--- src/common/slrc_regs.svh ---
// constants for the suspend, lock and reset sequencer
`ifndef SLRC_REGS_SVH
`define SLRC_REGS_SVH

// avalon register byte offsets
`define SLRC_CTRL_OFS            4'h0
`define SLRC_STATUS_OFS          4'h4
`define SLRC_FAIL_CLR_OFS        4'h8
`define SLRC_CTRL_RESET          8'h00

// control register fields
`define SLRC_CTRL_PSEL_BIT       0
`define SLRC_CTRL_BPROT_LSB      1
`define SLRC_CTRL_COMPL_BIT      6
`define SLRC_CTRL_QPI_BIT        7

// serial command codes
`define SLRC_WRITE_ENABLE_CMD    8'h06
`define SLRC_WRITE_DISABLE_CMD   8'h04
`define SLRC_STATUS_LOW_CMD      8'h05
`define SLRC_STATUS_HIGH_CMD     8'h35
`define SLRC_ELEC_ID_CMD         8'hab
`define SLRC_RESET_ARM_CMD       8'h66
`define SLRC_SOFT_RESET_CMD      8'h99
`define SLRC_NO_OP_CMD           8'h00
`define SLRC_SUSPEND_CMD         8'h75
`define SLRC_RESUME_CMD          8'h7a
`define SLRC_PAGE_PROG_CMD       8'h02
`define SLRC_SECTOR_ERASE_CMD    8'h20
`define SLRC_BLOCK_ERASE_CMD     8'hd8
`define SLRC_BLOCK_LOCK_CMD      8'h36
`define SLRC_BLOCK_UNLOCK_CMD    8'h39
`define SLRC_LOCK_STATUS_CMD     8'h3d
`define SLRC_GLOBAL_LOCK_CMD     8'h7e
`define SLRC_GLOBAL_UNLOCK_CMD   8'h98

// arbitrary electronic id value
`define SLRC_ELECTRONIC_ID       8'h5a

// timing, clock period and latencies in ns
`define SLRC_CLK_PERIOD_NS       20
`define SLRC_PROG_SUS_LAT_NS     30000
`define SLRC_ERASE_SUS_LAT_NS    30000
`define SLRC_PROG_TIME_NS        500000
`define SLRC_ERASE_TIME_NS       1000000
`define SLRC_PROG_SUS_LAT_CYC  ((`SLRC_PROG_SUS_LAT_NS + `SLRC_CLK_PERIOD_NS - 1) / `SLRC_CLK_PERIOD_NS)
`define SLRC_ERASE_SUS_LAT_CYC ((`SLRC_ERASE_SUS_LAT_NS + `SLRC_CLK_PERIOD_NS - 1) / `SLRC_CLK_PERIOD_NS)

`endif

--- src/common/slrc_pkg.sv ---
// types for the suspend, lock and reset sequencer
package slrc_pkg;

  typedef enum logic [2:0] {
    ST_IDLE,
    ST_PROG,
    ST_ERASE,
    ST_SUSPENDING,
    ST_SUSPENDED,
    ST_SUS_PROG
  } slrc_op_t;

  typedef struct packed {
    logic       cs_n;
    logic       sclk;
    logic [3:0] sio;
  } slrc_pins_t;

  typedef struct packed {
    slrc_pins_t   sync1;
    slrc_pins_t   sync2;
    logic         sclk_d;
    logic         in_frame;
    logic [5:0]   bitcnt;
    logic [31:0]  shin;
    logic [7:0]   cmd;
    logic [23:0]  addr;
    logic         out_active;
    logic [2:0]   outcnt;
    logic [7:0]   shout;
    logic [3:0]   sio_out;
    logic [3:0]   sio_oe;
    logic         rst_armed;
    logic         write_enable_latch;
    logic         suspend_status_flag;
    logic         fail_flag;
    slrc_op_t     op;
    slrc_op_t     resume_op;
    logic         erase_sus;
    logic         erase_block64;
    logic [6:0]   erase_sector;
    logic [23:0]  timer;
    logic [23:0]  saved_timer;
    logic [127:0] lock;
    logic [7:0]   ctrl;
    logic         bus_done;
    logic [31:0]  readdata;
  } slrc_state_t;

endpackage : slrc_pkg

--- src/verilog/slrc_top.sv ---
// serial flash suspend, block lock and software reset sequencer
//
// The placing of the registers and register access over Avalon-MM were chosen for this implementation.
`timescale 1ns/10ps
`include "slrc_regs.svh"

module slrc_top #(
  parameter int unsigned PROG_CYCLES  = `SLRC_PROG_TIME_NS / `SLRC_CLK_PERIOD_NS,
  parameter int unsigned ERASE_CYCLES = `SLRC_ERASE_TIME_NS / `SLRC_CLK_PERIOD_NS
) (
  input  wire logic              mclk,
  input  wire logic              reset,
  input  wire slrc_pkg::slrc_pins_t pins_in,
  output logic [3:0]             sio_out,
  output logic [3:0]             sio_oe,
  input  wire logic [3:0]        avs_address,
  input  wire logic              avs_read,
  input  wire logic              avs_write,
  input  wire logic [31:0]       avs_writedata,
  input  wire logic [3:0]        avs_byteenable,
  output logic [31:0]            avs_readdata,
  output logic                   avs_waitrequest
);
  import slrc_pkg::*;

  slrc_state_t s;
  slrc_state_t next_s;

  logic       write_in_progress;
  logic       qpi;
  logic       rise;
  logic       fall;
  logic       frame_end;
  logic       arm_now;
  logic       load_lock;
  logic [5:0] next_cnt;
  logic [31:0] next_shin;

  // protection of one 4kb sector, by lock bit or by bp/complement
  function automatic logic sect_prot(input logic [6:0] sec, input logic [127:0] lk,
                                     input logic [7:0] c);
    logic [4:0] lvl;
    logic [3:0] n;
    logic       hit;
    lvl = c[`SLRC_CTRL_BPROT_LSB +: 5];
    n   = (lvl == 5'h00) ? 4'h0 : (lvl >= 5'h04) ? 4'h8 : 4'(4'h1 << (lvl - 5'h01));
    hit = (4'h8 - n) <= {1'b0, sec[6:4]};
    if (c[`SLRC_CTRL_PSEL_BIT]) begin
      sect_prot = lk[sec];
    end else begin
      sect_prot = hit ^ c[`SLRC_CTRL_COMPL_BIT];
    end
  endfunction : sect_prot

  // byte served on the data lines for the current read command
  function automatic logic [7:0] rd_byte(input slrc_state_t st, input logic busy);
    case (st.cmd)
      `SLRC_STATUS_LOW_CMD:  rd_byte = {1'b0, st.ctrl[`SLRC_CTRL_BPROT_LSB +: 5], st.write_enable_latch, busy};
      `SLRC_STATUS_HIGH_CMD: rd_byte = {st.suspend_status_flag, st.ctrl[`SLRC_CTRL_COMPL_BIT], 6'h00};
      `SLRC_ELEC_ID_CMD:     rd_byte = `SLRC_ELECTRONIC_ID;
      `SLRC_LOCK_STATUS_CMD: rd_byte = {7'h00, st.lock[st.addr[18:12]]};
      default:               rd_byte = 8'h00;
    endcase
  endfunction : rd_byte

  assign write_in_progress  = (s.op != ST_IDLE) && (s.op != ST_SUSPENDED);
  assign qpi  = s.ctrl[`SLRC_CTRL_QPI_BIT];
  assign rise = s.in_frame && s.sync2.sclk && !s.sclk_d;
  assign fall = s.in_frame && !s.sync2.sclk && s.sclk_d;
  assign frame_end = s.in_frame && s.sync2.cs_n;
  assign arm_now = frame_end && (s.bitcnt == 6'd8) && (s.shin[7:0] == `SLRC_RESET_ARM_CMD);
  assign load_lock = rise && (next_cnt == 6'd32)
                     && (s.cmd == `SLRC_LOCK_STATUS_CMD);

  // shift-in datapath, one bit per edge single-wire, four bits in quad mode
  always_comb begin
    next_cnt  = (s.bitcnt > 6'd58) ? 6'd63 : 6'(s.bitcnt + (qpi ? 6'd4 : 6'd1));
    next_shin = qpi ? {s.shin[27:0], s.sync2.sio} : {s.shin[30:0], s.sync2.sio[0]};
  end

  // avalon slave handshake, one wait cycle then answer
  assign avs_waitrequest = (avs_read || avs_write) && !s.bus_done;
  assign avs_readdata    = s.readdata;
  assign sio_out         = s.sio_out;
  assign sio_oe          = s.sio_oe;

  // next state of the whole block
  always_comb begin
    logic        len8;
    logic        len32;
    logic [7:0]  c;
    logic [23:0] a;
    logic        anytime;
    logic        allowed;
    logic        fail_set;
    logic        in_erased;
    logic        prot;
    logic        sector_gran;
    logic        do_reset;
    next_s      = s;
    len8        = 1'b0;
    len32       = 1'b0;
    c           = 8'h00;
    a           = 24'h000000;
    anytime     = 1'b0;
    allowed     = 1'b0;
    fail_set    = 1'b0;
    in_erased   = 1'b0;
    prot        = 1'b0;
    sector_gran = 1'b0;
    do_reset    = 1'b0;

    // two-stage pin synchronisers
    next_s.sync1  = pins_in;
    next_s.sync2  = s.sync1;
    next_s.sclk_d = s.sync2.sclk;

    // frame start
    if (!s.in_frame && !s.sync2.cs_n) begin
      next_s.in_frame   = 1'b1;
      next_s.bitcnt     = 6'd0;
      next_s.out_active = 1'b0;
    end

    // command and address capture, read data start
    if (rise) begin
      next_s.bitcnt = next_cnt;
      next_s.shin   = next_shin;
      if (next_cnt == 6'd8) begin
        next_s.cmd = next_shin[7:0];
        if (next_shin[7:0] == `SLRC_STATUS_LOW_CMD || next_shin[7:0] == `SLRC_STATUS_HIGH_CMD) begin
          next_s.cmd        = next_shin[7:0];
          next_s.out_active = 1'b1;
          next_s.outcnt     = 3'd0;
          next_s.shout      = rd_byte(next_s, write_in_progress);
        end
      end
      if (next_cnt == 6'd32 && (s.cmd == `SLRC_ELEC_ID_CMD || s.cmd == `SLRC_LOCK_STATUS_CMD)) begin
        next_s.addr       = next_shin[23:0];
        next_s.out_active = 1'b1;
        next_s.outcnt     = 3'd0;
        next_s.shout      = rd_byte(next_s, write_in_progress);
      end
    end

    // shift-out on falling sclk, reload a freshly computed byte from the current state each time it empties
    if (fall && s.out_active) begin
      if (qpi) begin
        next_s.sio_out = s.shout[7:4];
        next_s.sio_oe  = 4'hf;
        next_s.shout   = {s.shout[3:0], 4'h0};
        next_s.outcnt  = 3'(s.outcnt + 3'd4);
      end else begin
        next_s.sio_out = {2'b00, s.shout[7], 1'b0};
        next_s.sio_oe  = 4'h2;
        next_s.shout   = {s.shout[6:0], 1'b0};
        next_s.outcnt  = 3'(s.outcnt + 3'd1);
      end
      if (next_s.outcnt == 3'd0) begin
        next_s.shout = rd_byte(s, write_in_progress);
      end
    end

    // operation timers
    if (s.op != ST_IDLE && s.op != ST_SUSPENDED) begin
      next_s.timer = (s.timer == 24'h000000) ? s.timer : 24'(s.timer - 24'h000001);
      if (s.timer == 24'h000000) begin
        unique case (s.op)
          ST_SUSPENDING: begin
            next_s.op  = ST_SUSPENDED;
            next_s.write_enable_latch = 1'b0;
            next_s.suspend_status_flag = 1'b1;
          end
          ST_SUS_PROG: begin
            next_s.op  = ST_SUSPENDED;
            next_s.write_enable_latch = 1'b0;
          end
          default: begin
            next_s.op  = ST_IDLE;
            next_s.write_enable_latch = 1'b0;
          end
        endcase
      end
    end

    // command execution when chip select rises
    if (frame_end) begin
      next_s.in_frame   = 1'b0;
      next_s.out_active = 1'b0;
      next_s.sio_oe     = 4'h0;
      len8  = (s.bitcnt == 6'd8);
      len32 = (s.bitcnt == 6'd32);
      c     = len32 ? s.shin[31:24] : s.shin[7:0];
      a     = s.shin[23:0];
      anytime = len8 && (c == `SLRC_WRITE_DISABLE_CMD || c == `SLRC_STATUS_LOW_CMD
                || c == `SLRC_STATUS_HIGH_CMD || c == `SLRC_ELEC_ID_CMD
                || c == `SLRC_RESET_ARM_CMD || c == `SLRC_SOFT_RESET_CMD
                || c == `SLRC_NO_OP_CMD);
      unique case (s.op)
        ST_IDLE:      allowed = 1'b1;
        ST_SUSPENDED: allowed = anytime || (s.suspend_status_flag && (c == `SLRC_RESUME_CMD
                      || c == `SLRC_LOCK_STATUS_CMD
                      || (s.erase_sus && (c == `SLRC_WRITE_ENABLE_CMD
                      || c == `SLRC_PAGE_PROG_CMD || c == `SLRC_BLOCK_UNLOCK_CMD
                      || c == `SLRC_GLOBAL_UNLOCK_CMD))));
        ST_PROG, ST_ERASE: allowed = anytime || c == `SLRC_SUSPEND_CMD;
        default:      allowed = anytime;
      endcase
      prot = sect_prot(a[18:12], s.lock, s.ctrl);
      in_erased = s.erase_block64 ? (a[18:16] == s.erase_sector[6:4])
                                  : (a[18:12] == s.erase_sector);
      sector_gran = (a[18:16] == 3'd0) || (a[18:16] == 3'd7);
      // any frame with at least one clocked bit, other than the arm itself, drops a pending arm
      if (s.bitcnt != 6'd0) begin
        next_s.rst_armed = 1'b0;
      end
      if (allowed && (len8 || len32 || c == `SLRC_PAGE_PROG_CMD)) begin
        case (c)
          `SLRC_RESET_ARM_CMD:     next_s.rst_armed = len8;
          `SLRC_SOFT_RESET_CMD:    do_reset = len8 && s.rst_armed;
          `SLRC_WRITE_ENABLE_CMD:  next_s.write_enable_latch = len8;
          `SLRC_WRITE_DISABLE_CMD: if (!write_in_progress) next_s.write_enable_latch = 1'b0;
          `SLRC_PAGE_PROG_CMD: begin
            // data bytes beyond the address are not modelled
            if (s.bitcnt >= 6'd32 && s.write_enable_latch && s.op != ST_SUSPENDED) begin
              if (prot) begin
                fail_set   = 1'b1;
                next_s.write_enable_latch = 1'b0;
              end else begin
                next_s.op    = ST_PROG;
                next_s.timer = 24'(PROG_CYCLES);
              end
            end else if (s.bitcnt >= 6'd32 && s.write_enable_latch && s.erase_sus) begin
              if (prot || in_erased) begin
                fail_set   = 1'b1;
                next_s.write_enable_latch = 1'b0;
              end else begin
                next_s.op    = ST_SUS_PROG;
                next_s.timer = 24'(PROG_CYCLES);
              end
            end
          end
          `SLRC_SECTOR_ERASE_CMD, `SLRC_BLOCK_ERASE_CMD: begin
            if (len32 && s.write_enable_latch) begin
              if (prot) begin
                fail_set   = 1'b1;
                next_s.write_enable_latch = 1'b0;
              end else begin
                next_s.op            = ST_ERASE;
                next_s.timer         = 24'(ERASE_CYCLES);
                next_s.erase_sector  = a[18:12];
                next_s.erase_block64 = (c == `SLRC_BLOCK_ERASE_CMD);
              end
            end
          end
          `SLRC_SUSPEND_CMD: begin
            if (len8) begin
              next_s.resume_op   = s.op;
              next_s.saved_timer = s.timer;
              next_s.erase_sus   = (s.op == ST_ERASE);
              next_s.op          = ST_SUSPENDING;
              next_s.timer       = (s.op == ST_ERASE) ? 24'(`SLRC_ERASE_SUS_LAT_CYC)
                                                      : 24'(`SLRC_PROG_SUS_LAT_CYC);
            end
          end
          `SLRC_RESUME_CMD: begin
            if (len8) begin
              next_s.op    = s.resume_op;
              next_s.timer = s.saved_timer;
              next_s.write_enable_latch   = 1'b1;
              next_s.suspend_status_flag   = 1'b0;
            end
          end
          `SLRC_BLOCK_LOCK_CMD, `SLRC_BLOCK_UNLOCK_CMD: begin
            if (len32 && s.write_enable_latch) begin
              for (int i = 0; i < 128; i++) begin
                if (sector_gran ? (7'(i) == a[18:12]) : (3'(i >> 4) == a[18:16])) begin
                  next_s.lock[i] = (c == `SLRC_BLOCK_LOCK_CMD);
                end
              end
              next_s.write_enable_latch = 1'b0;
            end
          end
          `SLRC_GLOBAL_LOCK_CMD, `SLRC_GLOBAL_UNLOCK_CMD: begin
            if (len8 && s.write_enable_latch) begin
              next_s.lock = (c == `SLRC_GLOBAL_LOCK_CMD) ? {128{1'b1}} : {128{1'b0}};
              next_s.write_enable_latch  = 1'b0;
            end
          end
          default: ;
        endcase
      end
    end

    // software reset: standby, volatile defaults, failure flag kept
    if (do_reset) begin
      next_s.op        = ST_IDLE;
      next_s.write_enable_latch       = 1'b0;
      next_s.suspend_status_flag       = 1'b0;
      next_s.erase_sus = 1'b0;
      next_s.rst_armed = 1'b0;
      next_s.timer     = 24'h000000;
      next_s.lock      = {128{1'b1}};
    end

    // avalon register access, write lands at the edge that ends the wait
    next_s.bus_done = (avs_read || avs_write) && !s.bus_done;
    if (avs_read && !s.bus_done) begin
      unique case (avs_address)
        `SLRC_CTRL_OFS:   next_s.readdata = {24'h000000, s.ctrl};
        `SLRC_STATUS_OFS: next_s.readdata = {24'h000000, 3'(s.op), s.rst_armed, s.fail_flag,
                                             s.suspend_status_flag, s.write_enable_latch, write_in_progress};
        default:          next_s.readdata = 32'h00000000;
      endcase
    end
    if (avs_write && s.bus_done) begin
      if (avs_address == `SLRC_CTRL_OFS && avs_byteenable[0]) begin
        next_s.ctrl = avs_writedata[7:0];
      end
      if (avs_address == `SLRC_FAIL_CLR_OFS && avs_byteenable[0] && avs_writedata[0]) begin
        next_s.fail_flag = 1'b0;
      end
    end
    // a refusal in the clearing cycle still sets the flag
    if (fail_set) begin
      next_s.fail_flag = 1'b1;
    end
  end

  // all state in one register
  always_ff @(posedge mclk) begin
    if (reset) begin
      s          <= '0;
      s.sync1    <= '{cs_n: 1'b1, sclk: 1'b0, sio: 4'h0};
      s.sync2    <= '{cs_n: 1'b1, sclk: 1'b0, sio: 4'h0};
      s.op       <= ST_IDLE;
      s.resume_op <= ST_IDLE;
      s.ctrl     <= `SLRC_CTRL_RESET;
      s.lock     <= {128{1'b1}};
    end else begin
      s <= next_s;
    end
  end

  // suspend flag only rises as the suspend latency runs out
  a_sus_flag_rise: assert property (@(posedge mclk) disable iff (reset)
    $rose(s.suspend_status_flag) |-> ($past(s.op) == ST_SUSPENDING) && (s.op == ST_SUSPENDED) && !s.write_enable_latch)
    else $error("suspend flag set outside the end of latency");

  // resume sets latch and busy in the same edge that drops the flag
  a_resume_sets_bits: assert property (@(posedge mclk) disable iff (reset)
    ($fell(s.suspend_status_flag) && !$past(reset) && $past(s.op) == ST_SUSPENDED && s.op != ST_IDLE)
      |-> s.write_enable_latch && write_in_progress)
    else $error("resume did not set latch and busy");

  // program inside erase suspend keeps latch and busy high
  a_sus_prog_busy: assert property (@(posedge mclk) disable iff (reset)
    (s.op == ST_SUS_PROG) |-> s.write_enable_latch && write_in_progress && s.suspend_status_flag)
    else $error("program in suspend lost latch or busy");

  // on completion both bits drop together
  a_sus_prog_done: assert property (@(posedge mclk) disable iff (reset)
    ($past(s.op) == ST_SUS_PROG && s.op == ST_SUSPENDED) |-> !s.write_enable_latch && !write_in_progress)
    else $error("program in suspend ended with latch or busy set");

  // the program inside a suspend is neither suspended nor bypassed by resume
  a_no_nested_sus: assert property (@(posedge mclk) disable iff (reset)
    (s.op == ST_SUS_PROG) |=> (s.op != ST_SUSPENDING) && (s.op != ST_ERASE))
    else $error("erase resumed or suspend taken during program in suspend");

  // program during suspend only when the suspended operation is an erase
  a_prog_erase_only: assert property (@(posedge mclk) disable iff (reset)
    ($past(s.op) == ST_SUSPENDED && s.op == ST_SUS_PROG) |-> s.erase_sus && s.resume_op == ST_ERASE)
    else $error("program started inside a program suspend");

  // lock bits all set after reset release
  a_lock_after_reset: assert property (@(posedge mclk)
    $past(reset) && !reset |-> &s.lock)
    else $error("lock bits not all set after reset");

  // any frame with at least one clocked bit, other than the arm, leaves the arm cleared
  a_arm_cancel: assert property (@(posedge mclk) disable iff (reset)
    (frame_end && !arm_now && s.bitcnt != 6'd0) |=> !s.rst_armed)
    else $error("reset arm survived another command");

  // lock status byte carries only bit 0
  a_lock_byte: assert property (@(posedge mclk) disable iff (reset)
    load_lock |=> (s.shout[7:1] == 7'h00) && (s.shout[0] == s.lock[s.addr[18:12]]))
    else $error("lock status byte malformed");

endmodule : slrc_top

--- config.mk ---
export PLATFORM = sky130hd
export DESIGN_NAME = slrc_top
export DESIGN_NICKNAME = d
export VERILOG_FILES = /design/src/common/slrc_pkg.sv /design/src/verilog/slrc_top.sv
export VERILOG_INCLUDE_DIRS = /design/src /design/src/common
export SDC_FILE = /design/constraint.sdc
export NUM_CORES = 1
export LEC_CHECK = 0
export BUFFER_PORTS_ARGS = -buffer_cell sky130_fd_sc_hd__buf_2
export CAP_MARGIN = 10
export CORE_MARGIN = 3
export CORE_UTILIZATION = 50
export DETAILED_ROUTE_END_ITERATION = 16
export GPL_ROUTABILITY_DRIVEN = 0
export PLACE_DENSITY = 0.7
export SYNTH_ARGS = -nofsm -noshare
export SYNTH_HDL_FRONTEND = slang
export SYNTH_SLANG_ARGS = --single-unit
--- constraint.sdc ---
create_clock -name mclk -period 4.2 [get_ports mclk]
set_input_delay 0.21 -clock mclk [delete_from_list [all_inputs] [get_ports mclk]]
set_output_delay 0.21 -clock mclk [all_outputs]
set_load 0.1 [all_outputs]
==> impl_metrics.csv <==
group,metric,value,unit
yosys,yosys.area_share.adder,0.826,%
drt,drc_errors,0,
drt,firstDrtPassIters,6,
global_route,grtUsageMet1,35.4,%
drt,wire_per_inst,20.7,µm
global_route,grt_antenna_before_repair,1,
clocking,cts_num_sinks,297,
yosys,synthTopCellsByArea,"dfxtp_1 33%, mux4_2 7.3%, mux2i_1 6.9%",
yosys,synthCells,2154,
timing,finClkSkew,0.0166,ns
timing,min_period,3.92,ns
yosys,ys.flop_type,"dfxtp_1",
place,place_hpwl,35.9,mm
yosys,yosysWarningCount,0,
place,pre_cts_ws,0.162,ns
global_route,grt_pass1_vias,16200,
die,ios,91,
power,vdd_drop_max,287,µV
finish,fin_util,56.7,%
worst_setup_path,endpoint_kind,"flip-flop",
die,die_area,38700,µm²
yosys,synth-edff-count,0,
finish,final_common_cell,"dfxtp_1",
place,port-buffer-count,39,
global_route,met3_usage,5.33,%
finish,n_antenna_cell,0,
run,maxCapViolCount,0,
die,die_w,197,µm
power,p_leak,7.17,nW
clocking,clk_latency,0.55,ns
clocking,clock_path_buffers,3,
finish,mostFrequentLayoutCells,"293 x dfxtp_1, 198 x nand2_1, 187 x a21oi_1",
yosys,ys_seq_area_share,32.7,%
drt,ant_nets,0,
yosys,synthDistinctLibCells,97,
run_status,run_status,"complete, no violations",
timing,fmax,255,MHz
clocking,cts_root_buf,"clkbuf_16",
yosys,synth_top_cell_by_area,"dfxtp_1",
finish,num-nets-final,2185,
power,p_per_area,320,nW/µm²
finish,drive_above_1_share,14.4,%
drt,postRouteWirelength,53.9,mm
clocking,numCtsBuffers,35,
clocking,htree_levels,2,
drt,vias_per_cell,6.54,
global_route,overflow,0,
die,coreArea,35700,µm²
worst_setup_path,cp_max_fo,16,
clocking,post_cts_buffers,0,
timing,rsz0062_at_grt,"false",
drt,drt-initial-drc-count,1464,
finish,syn_to_final_growth,11.2,%
timing,hold_violations,0,
clocking,cts_tree,"done",
die,die_h,197,µm
global_route,grt_use_met2,43.5,%
yosys,synth_area,18200,µm²
timing,finalWorstSetupSlack,0.276,ns
worst_setup_path,cp.required,4.59,ns
worst_setup_path,crit_path_max_incr_delay,0.72,ns
global_route,busiest_layer,"met2",
global_route,track_usage,27.1,%
worst_setup_path,start_kind,"flip-flop",
yosys,yosys.area_share.simple,19.7,%
finish,fillers,3205,
yosys,synthArstFlopShare,0,%
hold_path,hold_path_class,"input port to flip-flop",
yosys,synth_compound_area_share,23.5,%
yosys,synth.area.mux_share,15.3,%
timing,finalSetupTns,0,ns
timing,relSlewSlack,27.9,%
worst_setup_path,cp_cell_sequence,"or4_1 > or4_4 > o22a_2 > o311a_4 > a211oi_4 > o311ai_4 > nor3b_4 > o21ai_1",
timing,finalSetupViolations,0,
yosys,synth_seq_cells,297,
timing,fin_crit_sh,93.4,%
clocking,clkSlewWorstSetupHoldPaths,0.06,ns
yosys,synth_top_area_share,32.7,%
timing,worst_pin_slew,1.08,ns
die,start_util,51.0,%
yosys,synth_top_family_by_area,"compound AO/OA/AOI/OAI gates",
timing,finalMaxSlewViolations,0,
worst_setup_path,crit_arrival,4.32,ns
die,row_count,69,
global_route,grt_pass1_wl,86.1,mm
yosys,synthXorXnorAreaFrac,1.64,%
worst_setup_path,worstSetupPathType,"flip-flop to flip-flop",
drt,num_vias,17100,
global_route,grt_max_degree,107,
yosys,postSynthAreaPerCell,8.43,µm²
worst_setup_path,cpMaxStageDelayCell,"or4_1",
-- layer usage --
layer  share of wire [%]  wire length, µm
met1                  41            22300
met4                 4.2             2270
met3                 8.3             4450
met2                  46            24900
met5               0.033               18
-- cell type report --
class | instances | area [µm²] | area share (%)
multi-input combinational | 1639 | 11300 | 55.9
sequential | 297 | 5950 | 29.5
timing repair buffer | 135 | 1040 | 5.14
clock buffer | 47 | 1020 | 5.07
tap | 461 | 577 | 2.86
clock inverter | 14 | 256 | 1.27
inverter | 15 | 56.3 | 0.279
-- final timing paths --
path                                  start               to  slack [ns]  depth (start not counted)
worst max-delay path                 s[321]           s[110]        0.28                          8
worst max register to register       s[321]           s[110]        0.28                          8
worst min-delay path                  reset  avs_readdata[5]        0.08                          2
worst min register to register  next_s[333]           s[333]        0.42                          1
-- sequential cells by signal, indices dropped and copies added (netlist names) --
name,cells
s,275
avs_readdata,8
next_s,7
sio_out,4
sio_oe,2
qpi,1
-- cell usage after synthesis, drive strengths merged, types with 25 or more instances --
cell    count
a211oi     48
a21boi     36
a21oi     190
a311o      35
buf        89
clkbuf    137
dfxtp     297
mux2i     125
mux4       59
nand2     201
nand3      87
nor2      183
nor2b      27
nor3       43
o211ai     25
o21ai     176
-- critical path, delay by kind of cell, from the launching register on --
kind / cells / cell delay, ns
AND/OR/NAND/NOR: 3 / 2.02
AO/OA/AOI/OAI: 5 / 1.38
flip-flops: 1 / 0.37
-- what timing repair did --
| item | in CTS | in global routing |
|---|---|---|
| resized for setup | 0 | 5 |
| endpoints found under the hold margin | 16 | 0 |
| hold buffers | 18 | 0 |
| endpoints found under the setup margin | 0 | 26 |
-- through the flow --
step	hold slack (ns)	cell area, µm²	total power [mW]	std cells
after global placement	0.400	18700	3.13	2529
final	0.0836	20200	6.46	2608
after CTS	0.0578	20200	6.52	2608
after global routing	0.0861	20200	6.65	2608
after detailed placement	0.402	18700	3.13	2529
after floorplan	0.314	18300	3.10	2177
-- cell families (layout without fill, tap and decap cells) --
kind of cell | count (synthesis) | count (layout)
DFF | 297 | 297
other | 1 | 24
muxes | 202 | 202
xor gates and xnor gates | 34 | 34
adders and majority gates | 12 | 12
buffers and inverters | 241 | 211
AOI/OAI and AO/OA | 658 | 658
and+or+nand+nor | 709 | 709
-- power by group --
| group | switching, mW | leakage, nW | internal [mW] |
|---|---|---|---|
| logic | 0.199 | 4.14 | 0.0537 |
| registers | 0.0102 | 2.40 | 2.83 |
| clock network | 1.23 | 0.628 | 2.14 |
| total | 1.44 | 7.17 | 5.02 |
Note: power is estimated with default switching activity, not from simulation.
